===== config.mk =====
export PLATFORM = sky130hd
export DESIGN_NAME = tars_top
export DESIGN_NICKNAME = d
export VERILOG_FILES = /design/src/tars_pkg.sv /design/src/tars_top.sv
export VERILOG_INCLUDE_DIRS = /design/src
export SDC_FILE = /design/constraint.sdc
export NUM_CORES = 1
export LEC_CHECK = 0
export ABC_AREA = 1
export CAP_MARGIN = 15
export CORE_UTILIZATION = 40
export CTS_CLUSTER_DIAMETER = 50
export DETAILED_ROUTE_END_ITERATION = 10
export DONT_BUFFER_PORTS = 1
export SYNTH_ARGS = -nofsm -noshare
export SYNTH_HDL_FRONTEND = slang
export SYNTH_SLANG_ARGS = --single-unit

===== constraint.sdc =====
create_clock -name clk -period 6.5 [get_ports clk]
set_input_delay 1.625 -clock clk [delete_from_list [all_inputs] [get_ports clk]]
set_output_delay 1.625 -clock clk [all_outputs]
set_load 0.03 [all_outputs]

===== src/tars_cfg.svh =====
// tars_cfg.svh: offsets, field positions, reset values and timing counts
// assumes a 250 MHz clock and a 32-bit classic wishbone slave port
`ifndef TARS_CFG_SVH
`define TARS_CFG_SVH
// ==========================================================
// timing
`define TARS_CLK_PS        4000
`define TARS_TICK_MS       100
`define TARS_TICK_CYC      ((`TARS_TICK_MS * 64'd1000000000) / `TARS_CLK_PS)
`define TARS_FREE_S        300
`define TARS_FREE_TICKS    16'((`TARS_FREE_S * 1000) / `TARS_TICK_MS)
// ==========================================================
// register byte offsets
`define TARS_OFS_CTRL      8'h00
`define TARS_OFS_LIMIT     8'h04
`define TARS_OFS_MASK_A    8'h08
`define TARS_OFS_MASK_B    8'h0C
`define TARS_OFS_INIT_A    8'h10
`define TARS_OFS_ATT_A     8'h14
`define TARS_OFS_INIT_B    8'h18
`define TARS_OFS_ATT_B     8'h1C
`define TARS_OFS_STATUS    8'h20
`define TARS_OFS_TLEFT     8'h24
`define TARS_OFS_IRQ_STAT  8'h28
`define TARS_OFS_IRQ_MASK  8'h2C
// ==========================================================
// fields and reset values
`define TARS_LIMIT_MIN     4'h1
`define TARS_LIMIT_MAX     4'hA
`define TARS_RST_LIMIT     4'h5
`define TARS_RST_INIT_A    13'h0064
`define TARS_RST_ATT_A     13'h0064
`define TARS_RST_INIT_B    13'h0001
`define TARS_RST_ATT_B     13'h0001
`define TARS_DLY_MAX       13'h1770
`define TARS_IRQ_RESTART   0
`define TARS_IRQ_LOCKOUT   1
`define TARS_IRQ_CLEARED   2
`endif


===== src/tars_pkg.sv =====
// tars_pkg.sv: types shared by the restart sequencer
// assumes tars_cfg.svh for all numeric constants
package tars_pkg;
    // ==========================================================
    // carriers
    typedef struct packed {
        logic        cyc;
        logic        stb;
        logic        we;
        logic [7:0]  adr;
        logic [3:0]  sel;
        logic [31:0] dat;
    } tars_wb_req_t;

    typedef struct packed {
        logic [15:0] trip;
        logic        all_clear;
        logic        ext_reset;
        logic        comms_seq;
    } tars_drv_t;

    // ==========================================================
    // sequencer states
    typedef enum logic [2:0] {
        ST_IDLE,
        ST_WAIT,
        ST_TIMING,
        ST_RESTART,
        ST_LOCK
    } tars_state_t;
endpackage : tars_pkg


===== src/tars_top.sv =====
// tars_top.sv: automatic trip reset and restart sequencer with wishbone registers
// assumes drive logic on the same clock; trip is one-hot, ext_reset a pulse
//
// The implementer's own choices: the Wishbone register port and the register addresses.
`timescale 1ns/10ps
`include "tars_cfg.svh"
module tars_top #(
    parameter longint TICK_CYC = `TARS_TICK_CYC
) (
    input  wire logic                   clk,
    input  wire logic                   rst,
    input  wire tars_pkg::tars_wb_req_t wb_i,
    output logic                        wb_ack_o,
    output logic [31:0]                 wb_dat_o,
    input  wire tars_pkg::tars_drv_t    drv_i,
    output logic                        restart_req_o,
    output logic                        pending_o,
    output logic                        restart_in_progress_flag,
    output logic [3:0]                  attempts_left_o,
    output logic [12:0]                 time_left_o,
    output logic                        irq_o
);
    import tars_pkg::*;

    // ==========================================================
    // helpers
    function automatic logic [15:0] wmerge(input logic [15:0] old, input logic [31:0] d,
                                           input logic [3:0] sel);
        wmerge = {sel[1] ? d[15:8] : old[15:8], sel[0] ? d[7:0] : old[7:0]};
    endfunction : wmerge

    function automatic logic [3:0] clamp_lim(input logic [15:0] v);
        if (v < 16'(`TARS_LIMIT_MIN))
            clamp_lim = `TARS_LIMIT_MIN;
        else if (v > 16'(`TARS_LIMIT_MAX))
            clamp_lim = `TARS_LIMIT_MAX;
        else
            clamp_lim = v[3:0];
    endfunction : clamp_lim

    function automatic logic [12:0] clamp_dly(input logic [15:0] v);
        clamp_dly = (v > 16'(`TARS_DLY_MAX)) ? `TARS_DLY_MAX : v[12:0];
    endfunction : clamp_dly

    // ==========================================================
    // registers
    logic              en_r;
    logic [3:0]        limit_r;
    logic [15:0]       mask_a_r;
    logic [15:0]       mask_b_r;
    logic [12:0]       init_a_r;
    logic [12:0]       att_a_r;
    logic [12:0]       init_b_r;
    logic [12:0]       att_b_r;
    logic [2:0]        irq_stat_r;
    logic [2:0]        irq_mask_r;
    logic              ack_r;
    logic [31:0]       rdat_r;
    logic [31:0]       rd_nxt;
    tars_state_t       state_r;
    tars_state_t       state_nxt;
    logic [3:0]        used_r;
    logic [12:0]       tleft_r;
    logic [15:0]       free_r;
    logic [24:0]       tick_cnt_r;
    logic              tick_r;
    logic              use_a_r;
    logic              restart_r;
    logic              pending_r;
    logic              busy_r;
    logic [3:0]        left_r;
    logic              irq_r;
    logic              hit;
    logic              wr;
    logic              allow;
    logic              hit_a;
    logic              hit_b;
    logic              can_try;
    logic              to_timing;
    logic              to_restart;
    logic              free_done;
    logic [15:0]       free_thr;
    logic [12:0]       dly_sel;
    logic [2:0]        ev;

    assign hit = wb_i.cyc && wb_i.stb && !ack_r;
    assign wr  = hit && wb_i.we;

    // ==========================================================
    // wishbone slave: one wait state, unmapped reads return zero
    always_ff @(posedge clk or posedge rst) begin
        if (rst) begin
            ack_r  <= 1'b0;
            rdat_r <= 32'h0000_0000;
        end else begin
            ack_r <= hit;
            if (hit)
                rdat_r <= rd_nxt;
        end
    end

    always_comb begin
        rd_nxt = 32'h0000_0000;
        unique case (wb_i.adr)
            `TARS_OFS_CTRL:     rd_nxt = {31'h0, en_r};
            `TARS_OFS_LIMIT:    rd_nxt = {28'h0, limit_r};
            `TARS_OFS_MASK_A:   rd_nxt = {16'h0, mask_a_r};
            `TARS_OFS_MASK_B:   rd_nxt = {16'h0, mask_b_r};
            `TARS_OFS_INIT_A:   rd_nxt = {19'h0, init_a_r};
            `TARS_OFS_ATT_A:    rd_nxt = {19'h0, att_a_r};
            `TARS_OFS_INIT_B:   rd_nxt = {19'h0, init_b_r};
            `TARS_OFS_ATT_B:    rd_nxt = {19'h0, att_b_r};
            `TARS_OFS_STATUS:   rd_nxt = {20'h0, left_r, 2'h0, busy_r, pending_r, 1'b0, state_r};
            `TARS_OFS_TLEFT:    rd_nxt = {19'h0, tleft_r};
            `TARS_OFS_IRQ_STAT: rd_nxt = {29'h0, irq_stat_r};
            `TARS_OFS_IRQ_MASK: rd_nxt = {29'h0, irq_mask_r};
            default:            rd_nxt = 32'h0000_0000;
        endcase
    end

    // settings; delays are 0.1 s units, clamped to 600.0 s
    always_ff @(posedge clk or posedge rst) begin
        if (rst) begin
            en_r       <= 1'b0;
            limit_r    <= `TARS_RST_LIMIT;
            mask_a_r   <= 16'h0000;
            mask_b_r   <= 16'h0000;
            init_a_r   <= `TARS_RST_INIT_A;
            att_a_r    <= `TARS_RST_ATT_A;
            init_b_r   <= `TARS_RST_INIT_B;
            att_b_r    <= `TARS_RST_ATT_B;
            irq_mask_r <= 3'h0;
        end else if (wr) begin
            unique case (wb_i.adr)
                `TARS_OFS_CTRL:     if (wb_i.sel[0]) en_r <= wb_i.dat[0];
                `TARS_OFS_LIMIT:    limit_r  <= clamp_lim(wmerge({12'h0, limit_r}, wb_i.dat, wb_i.sel));
                `TARS_OFS_MASK_A:   mask_a_r <= wmerge(mask_a_r, wb_i.dat, wb_i.sel);
                `TARS_OFS_MASK_B:   mask_b_r <= wmerge(mask_b_r, wb_i.dat, wb_i.sel);
                `TARS_OFS_INIT_A:   init_a_r <= clamp_dly(wmerge({3'h0, init_a_r}, wb_i.dat, wb_i.sel));
                `TARS_OFS_ATT_A:    att_a_r  <= clamp_dly(wmerge({3'h0, att_a_r}, wb_i.dat, wb_i.sel));
                `TARS_OFS_INIT_B:   init_b_r <= clamp_dly(wmerge({3'h0, init_b_r}, wb_i.dat, wb_i.sel));
                `TARS_OFS_ATT_B:    att_b_r  <= clamp_dly(wmerge({3'h0, att_b_r}, wb_i.dat, wb_i.sel));
                `TARS_OFS_IRQ_MASK: if (wb_i.sel[0]) irq_mask_r <= wb_i.dat[2:0];
                default:            ;
            endcase
        end
    end

    // ==========================================================
    // 0.1 s time base
    always_ff @(posedge clk or posedge rst) begin
        if (rst) begin
            tick_cnt_r <= 25'h0;
            tick_r     <= 1'b0;
        end else if (tick_cnt_r == 25'(TICK_CYC - 1)) begin
            tick_cnt_r <= 25'h0;
            tick_r     <= 1'b1;
        end else begin
            tick_cnt_r <= tick_cnt_r + 25'h1;
            tick_r     <= 1'b0;
        end
    end

    // ==========================================================
    // sequencer
    assign allow   = en_r && !drv_i.comms_seq;
    assign hit_a   = |(drv_i.trip & mask_a_r);
    assign hit_b   = |(drv_i.trip & mask_b_r);
    assign can_try = allow && (hit_a || hit_b) && (used_r < limit_r);

    always_comb begin
        state_nxt = state_r;
        unique case (state_r)
            ST_IDLE: begin
                if (drv_i.trip != 16'h0000)
                    state_nxt = can_try ? ST_WAIT : ST_LOCK;
            end
            ST_WAIT: begin
                if (!allow)
                    state_nxt = ST_LOCK;
                else if (drv_i.all_clear)
                    state_nxt = ST_TIMING;
            end
            ST_TIMING: begin
                if (!allow)
                    state_nxt = ST_LOCK;
                else if (!drv_i.all_clear)
                    state_nxt = ST_WAIT;
                else if (tleft_r == 13'h0)
                    state_nxt = ST_RESTART;
            end
            ST_RESTART: begin
                if (drv_i.trip == 16'h0000)
                    state_nxt = ST_IDLE;
            end
            ST_LOCK: state_nxt = ST_LOCK;
        endcase
        if (drv_i.ext_reset)
            state_nxt = ST_IDLE;
    end

    assign to_timing  = (state_r == ST_WAIT) && (state_nxt == ST_TIMING);
    assign to_restart = (state_r == ST_TIMING) && (state_nxt == ST_RESTART);

    // mask A wins when a trip is in both masks
    always_comb begin
        if (use_a_r)
            dly_sel = (used_r == 4'h0) ? init_a_r : att_a_r;
        else
            dly_sel = (used_r == 4'h0) ? init_b_r : att_b_r;
    end

    always_ff @(posedge clk or posedge rst) begin
        if (rst)
            state_r <= ST_IDLE;
        else
            state_r <= state_nxt;
    end

    always_ff @(posedge clk or posedge rst) begin
        if (rst)
            use_a_r <= 1'b0;
        else if (state_r == ST_IDLE && drv_i.trip != 16'h0000)
            use_a_r <= hit_a;
    end

    // countdown is loaded once per clearing, so later edits of the delays leave it alone
    always_ff @(posedge clk or posedge rst) begin
        if (rst)
            tleft_r <= 13'h0;
        else if (to_timing)
            tleft_r <= dly_sel;
        else if (state_r == ST_TIMING && tick_r && tleft_r != 13'h0)
            tleft_r <= tleft_r - 13'h1;
        else if (state_r != ST_TIMING)
            tleft_r <= 13'h0;
    end

    // trip-free window: longer of 5 minutes or 4x attempt delay A
    assign free_thr  = (({3'h0, att_a_r} << 2) > `TARS_FREE_TICKS) ? ({3'h0, att_a_r} << 2) : `TARS_FREE_TICKS;
    assign free_done = (state_r == ST_IDLE) && (used_r != 4'h0) && (free_r >= free_thr);

    always_ff @(posedge clk or posedge rst) begin
        if (rst)
            free_r <= 16'h0;
        else if (state_r != ST_IDLE || drv_i.trip != 16'h0000 || used_r == 4'h0)
            free_r <= 16'h0;
        else if (tick_r && !free_done)
            free_r <= free_r + 16'h1;
    end

    always_ff @(posedge clk or posedge rst) begin
        if (rst)
            used_r <= 4'h0;
        else if (drv_i.ext_reset)
            used_r <= 4'h0;
        else if (free_done)
            used_r <= 4'h0;
        else if (to_restart)
            used_r <= used_r + 4'h1;
    end

    // ==========================================================
    // flag outputs, all registered
    always_ff @(posedge clk or posedge rst) begin
        if (rst) begin
            restart_r <= 1'b0;
            pending_r <= 1'b0;
            busy_r    <= 1'b0;
            left_r    <= `TARS_RST_LIMIT;
        end else begin
            restart_r <= (state_nxt == ST_RESTART);
            pending_r <= (state_nxt == ST_WAIT) || (state_nxt == ST_TIMING);
            busy_r    <= (state_nxt == ST_RESTART);
            left_r    <= (used_r >= limit_r) ? 4'h0 : limit_r - used_r;
        end
    end

    // ==========================================================
    // interrupts: set wins over a same-cycle write-one clear
    assign ev[`TARS_IRQ_RESTART] = to_restart;
    assign ev[`TARS_IRQ_LOCKOUT] = (state_r != ST_LOCK) && (state_nxt == ST_LOCK);
    assign ev[`TARS_IRQ_CLEARED] = free_done;

    always_ff @(posedge clk or posedge rst) begin
        if (rst)
            irq_stat_r <= 3'h0;
        else if (wr && wb_i.adr == `TARS_OFS_IRQ_STAT && wb_i.sel[0])
            irq_stat_r <= (irq_stat_r & ~wb_i.dat[2:0]) | ev;
        else
            irq_stat_r <= irq_stat_r | ev;
    end

    always_ff @(posedge clk or posedge rst) begin
        if (rst)
            irq_r <= 1'b0;
        else
            irq_r <= |(irq_stat_r & irq_mask_r);
    end

    assign wb_ack_o                 = ack_r;
    assign wb_dat_o                 = rdat_r;
    assign restart_req_o            = restart_r;
    assign pending_o                = pending_r;
    assign restart_in_progress_flag = busy_r;
    assign attempts_left_o          = left_r;
    assign time_left_o              = tleft_r;
    assign irq_o                    = irq_r;

    // ==========================================================
    // checks
    en_gate_a: assert property (@(posedge clk) disable iff (rst)
        $rose(restart_r) |-> $past(en_r)) else $error("restart while disabled");
    comms_inhib_a: assert property (@(posedge clk) disable iff (rst)
        $rose(restart_r) |-> !$past(drv_i.comms_seq)) else $error("restart in comms mode");
    used_limit_a: assert property (@(posedge clk) disable iff (rst)
        to_restart |-> used_r < limit_r) else $error("attempt beyond limit");
    lock_hold_a: assert property (@(posedge clk) disable iff (rst)
        state_r == ST_LOCK && !drv_i.ext_reset |=> state_r == ST_LOCK && !restart_r) else $error("lock released");
    reset_clear_a: assert property (@(posedge clk) disable iff (rst)
        drv_i.ext_reset |=> used_r == 4'h0 && state_r == ST_IDLE) else $error("reset did not clear");
    free_clear_a: assert property (@(posedge clk) disable iff (rst)
        $fell(used_r != 4'h0) && !$past(drv_i.ext_reset)
        |-> $past(free_r) >= 16'(`TARS_FREE_TICKS) && $past(free_r) >= ($past({3'h0, att_a_r}) << 2))
        else $error("count cleared early");
    count_down_a: assert property (@(posedge clk) disable iff (rst)
        state_r == ST_TIMING && state_nxt == ST_TIMING && tick_r && tleft_r != 13'h0
        |=> tleft_r == $past(tleft_r) - 13'h1) else $error("countdown wrong");
    pend_flag_a: assert property (@(posedge clk) disable iff (rst)
        pending_r == (state_r == ST_WAIT || state_r == ST_TIMING))
        else $error("pending flag wrong");
    busy_flag_a: assert property (@(posedge clk) disable iff (rst)
        busy_r == (state_r == ST_RESTART) && busy_r == restart_r && !(busy_r && pending_r))
        else $error("restart_in_progress_flag flag wrong");
    left_out_a: assert property (@(posedge clk) disable iff (rst)
        $stable(used_r) && $stable(limit_r)
        |=> left_r == (($past(used_r) >= $past(limit_r)) ? 4'h0 : $past(limit_r) - $past(used_r)))
        else $error("left wrong");
    prio_a_a: assert property (@(posedge clk) disable iff (rst)
        state_r == ST_IDLE && drv_i.trip != 16'h0000 && hit_a |=> use_a_r) else $error("mask a lost priority");
endmodule : tars_top


==> flow_summary.ini <==
[routing]
drt_drc_violations_left = 0
vias_per_cell = 5.46
dr_total_vias = 10600
drt_pre_antenna_iters = 5
route.antenna.remaining_nets = 0
detail_route.iter0.violations = 1046
detail_route.wirelength_um = 35200
wl_per_cell_um = 18.2

[outcome]
outcome = finished clean

[finish]
antennaDiodeCount = 0
areaGrowthSynthToFinish_pct = 7.24
nets = 1643
post_route_cells_drive_above_1_share_pct = 6.39

[critical_path]
timing.critical_path.required_ns = 6.82
cp_max_fo = 15
r2r_end = free_r[14]
reg2reg_depth = 18
cp_data_arrival_time_ns = 4.10
worstSetupStartpointType = primary input
rr_startpoint = att_a_r[4]
worstSetupEndpointType = flip-flop
endpoint = att_a_r[9]
startpoint = wb_i[37]
regToRegSetupSlack_ns = 2.80
critPathKind = in2reg

[grt]
groute.layer.met3.usage_pct = 5.48
top_usage_layer = met2
grt_overflow = 0
number_of_global_route_vias_before_repair = 9957
gr-usage-met2_pct = 38.3
grt_usage_pct = 25.2
largest_net_degree_at_the_start_of_global_routing = 74
gr-usage-met1_pct = 35.0
grt_first_pass_wirelength_um = 55400
antenna_found_initial = 0

[clocking]
cts_root_buffer = clkbuf_16
cts_sinks = 182
cts_inserted_buffers = 17
cts_tree = built
post_cts.repair.setup_buffers = 0
ctsHoldBuffers = 0
worst_setup_hold_path_clk_slew_ns = 0.08
clk_path_buf_depth = 2
insertion_delay_ns = 0.44
post_cts.resized_instances = 0
cts_max_level = 4

[sta]
finalClockSkew_ns = 0.0146
timing.final.crit_share_pct = 58.2
setup_viol_count_final = 0
fin_hold_ws_ns = 0.464
totalNegativeSetupSlack_ns = 0
max_slew_margin_pct = 33.9
clock.fmax_mhz = 264
drv_slew = 0
fin_crit_ns = 3.78
worst_pin_slew_ns = 0.992
finalHoldViolCount = 0
rsz0062_at_grt = no

[floorplanning]
design.portCount = 122
die-height_um = 170
start_util_pct = 41.2
horizontal_die_dimension_um = 170
site_row_count = 60
design.die.area_mm2 = 0.0288
floorplan.core_area_mm2 = 0.0273

[yosys]
synth.top_cells.by_count = 414 x nand2_1, 201 x inv_1, 172 x nor2_1
netlist_area_mm2 = 0.0112
synth-edff-count = 0
synth_largest_area_cell = dfrtp_1
synth_seq_area_share_pct = 40.7
post_synth_inst_count = 1567
ys_async_sr_fraction_pct = 100
post_synth_num_cell_types = 53
yosys_warnings = 0
synth.area.top_cells = dfrtp_1 38%, nand2_1 14%, inv_1 6.7%
synth.avg_cell_area_um2 = 7.17
synth_top_area_share_pct = 37.9
yosysMostFrequentCell = nand2_1
synth_seq_cells = 182
synth_top_flop_cell = dfrtp_1

[placed_design]
io_buffers = 0
dp_hpwl_um = 26700
routabilityCongestion = 0.963

[run]
cap_violations = 0

[power_and_ir_drop]
p_leak_uw = 0.00576
power_density_mw_per_mm2 = 218
irDropWorstVdd_mv = 0.192

[hold_path]
min_path_type = reg2reg
hold_start = tick_cnt_r[0]
==> critical path, cell delays in order <==
cell and delay, ns:
or2_4 0.26, nor3_1 0.50, nand2_1 0.48, nor2_2 0.63
inv_1 0.35, nor2_1 0.18, a21oi_1 0.08
==> final cells by class <==
cell class,instances,area (um^2)
fill,2794,15200
multi-input combinational,1131,5590
sequential,182,4570
inverter,214,807
tap,372,465
clock buffer,17,425
clock inverter,15,160
timing repair buffer,5,37.5
==> registers in the layout, summed over array words and instances (netlist names), 13 cells and up <==
| signal | flops |
|---|---|
| att_a_r | 13 |
| mask_a_r | 16 |
| free_r | 16 |
| att_b_r | 13 |
| init_b_r | 13 |
| tick_cnt_r | 25 |
| time_left_o | 13 |
| wb_dat_o | 16 |
| init_a_r | 13 |
| mask_b_r | 16 |
==> stage by stage <==
step	instance area (um^2)	instances	power, uW	setup WS, ns	utilization, %
after floorplan	11300	1582	1510	2.55	-
after global placement	11500	1904	1600	2.42	42.1
after detailed placement	11500	1904	1600	2.33	42.1
after CTS	12100	1936	2640	2.76	44.2
after global routing	12100	1936	2740	2.40	44.2
final	12100	1936	2630	2.72	44.2
==> layer usage <==
layer  up-vias  wire length (um)
li1       5067                 -
met1      5024             15800
met2       413             15400
met3        70              2930
met4         0              1040
met5         -                 0
==> where the power goes <==
group / internal [uW] / leakage, uW / switching (uW)
sequential: 1160 / 0.00238 / 64.0
clock: 516 / 0.000283 / 526
combinational: 96.0 / 0.00310 / 267
total: 1770 / 0.00576 / 857
==> worst min-delay path by stage <==
stage	to	slack [ns]	cells after the start
2_1_floorplan	tick_cnt_r[0]	0.43	1
3_3_place_gp	tick_cnt_r[0]	0.45	1
3_5_place_dp	tick_cnt_r[0]	0.46	1
4_1_cts	tick_cnt_r[0]	0.47	1
5_1_grt	tick_cnt_r[0]	0.50	1
6_report	tick_cnt_r[0]	0.46	1
==> cell families (layout without fill, tap and decap cells) <==
family / after synthesis / in the layout / share of synthesized area (%)
AND/OR/NAND/NOR: 775 / 775 / 29.7
AO/OA/AOI/OAI: 297 / 297 / 15.3
buffers and inverters: 269 / 251 / 10.1
flip-flops: 182 / 182 / 40.7
adder cells (fa/ha/maj): 24 / 24 / 2.74
XOR/XNOR: 19 / 19 / 1.48
other: 1 / 16 / 0.0334
==> placed cells by master, fill, tap and decap left out, drive strengths merged, types with 4 or more instances in the layout <==
cell type | synthesis | layout
a21oi | 72 | 72
a22o | 5 | 5
a22oi | 8 | 8
a31oi | 8 | 8
buf | 47 | 5
clkbuf | 8 | 17
clkinv | 2 | 8
conb | 1 | 16
dfrtp | 170 | 170
dfstp | 12 | 12
ha | 23 | 23
inv | 212 | 219
nand2 | 423 | 423
nand3 | 91 | 91
nand4 | 32 | 32
nor2 | 186 | 186
nor3 | 20 | 20
nor4 | 14 | 14
o2111ai | 7 | 7
o211ai | 6 | 6
o21a | 5 | 5
o21ai | 136 | 136
o21bai | 4 | 4
o221ai | 8 | 8
o22ai | 30 | 30
or2 | 5 | 5
xor2 | 17 | 17
No activity file was read; power rests on OpenSTA's default activity.
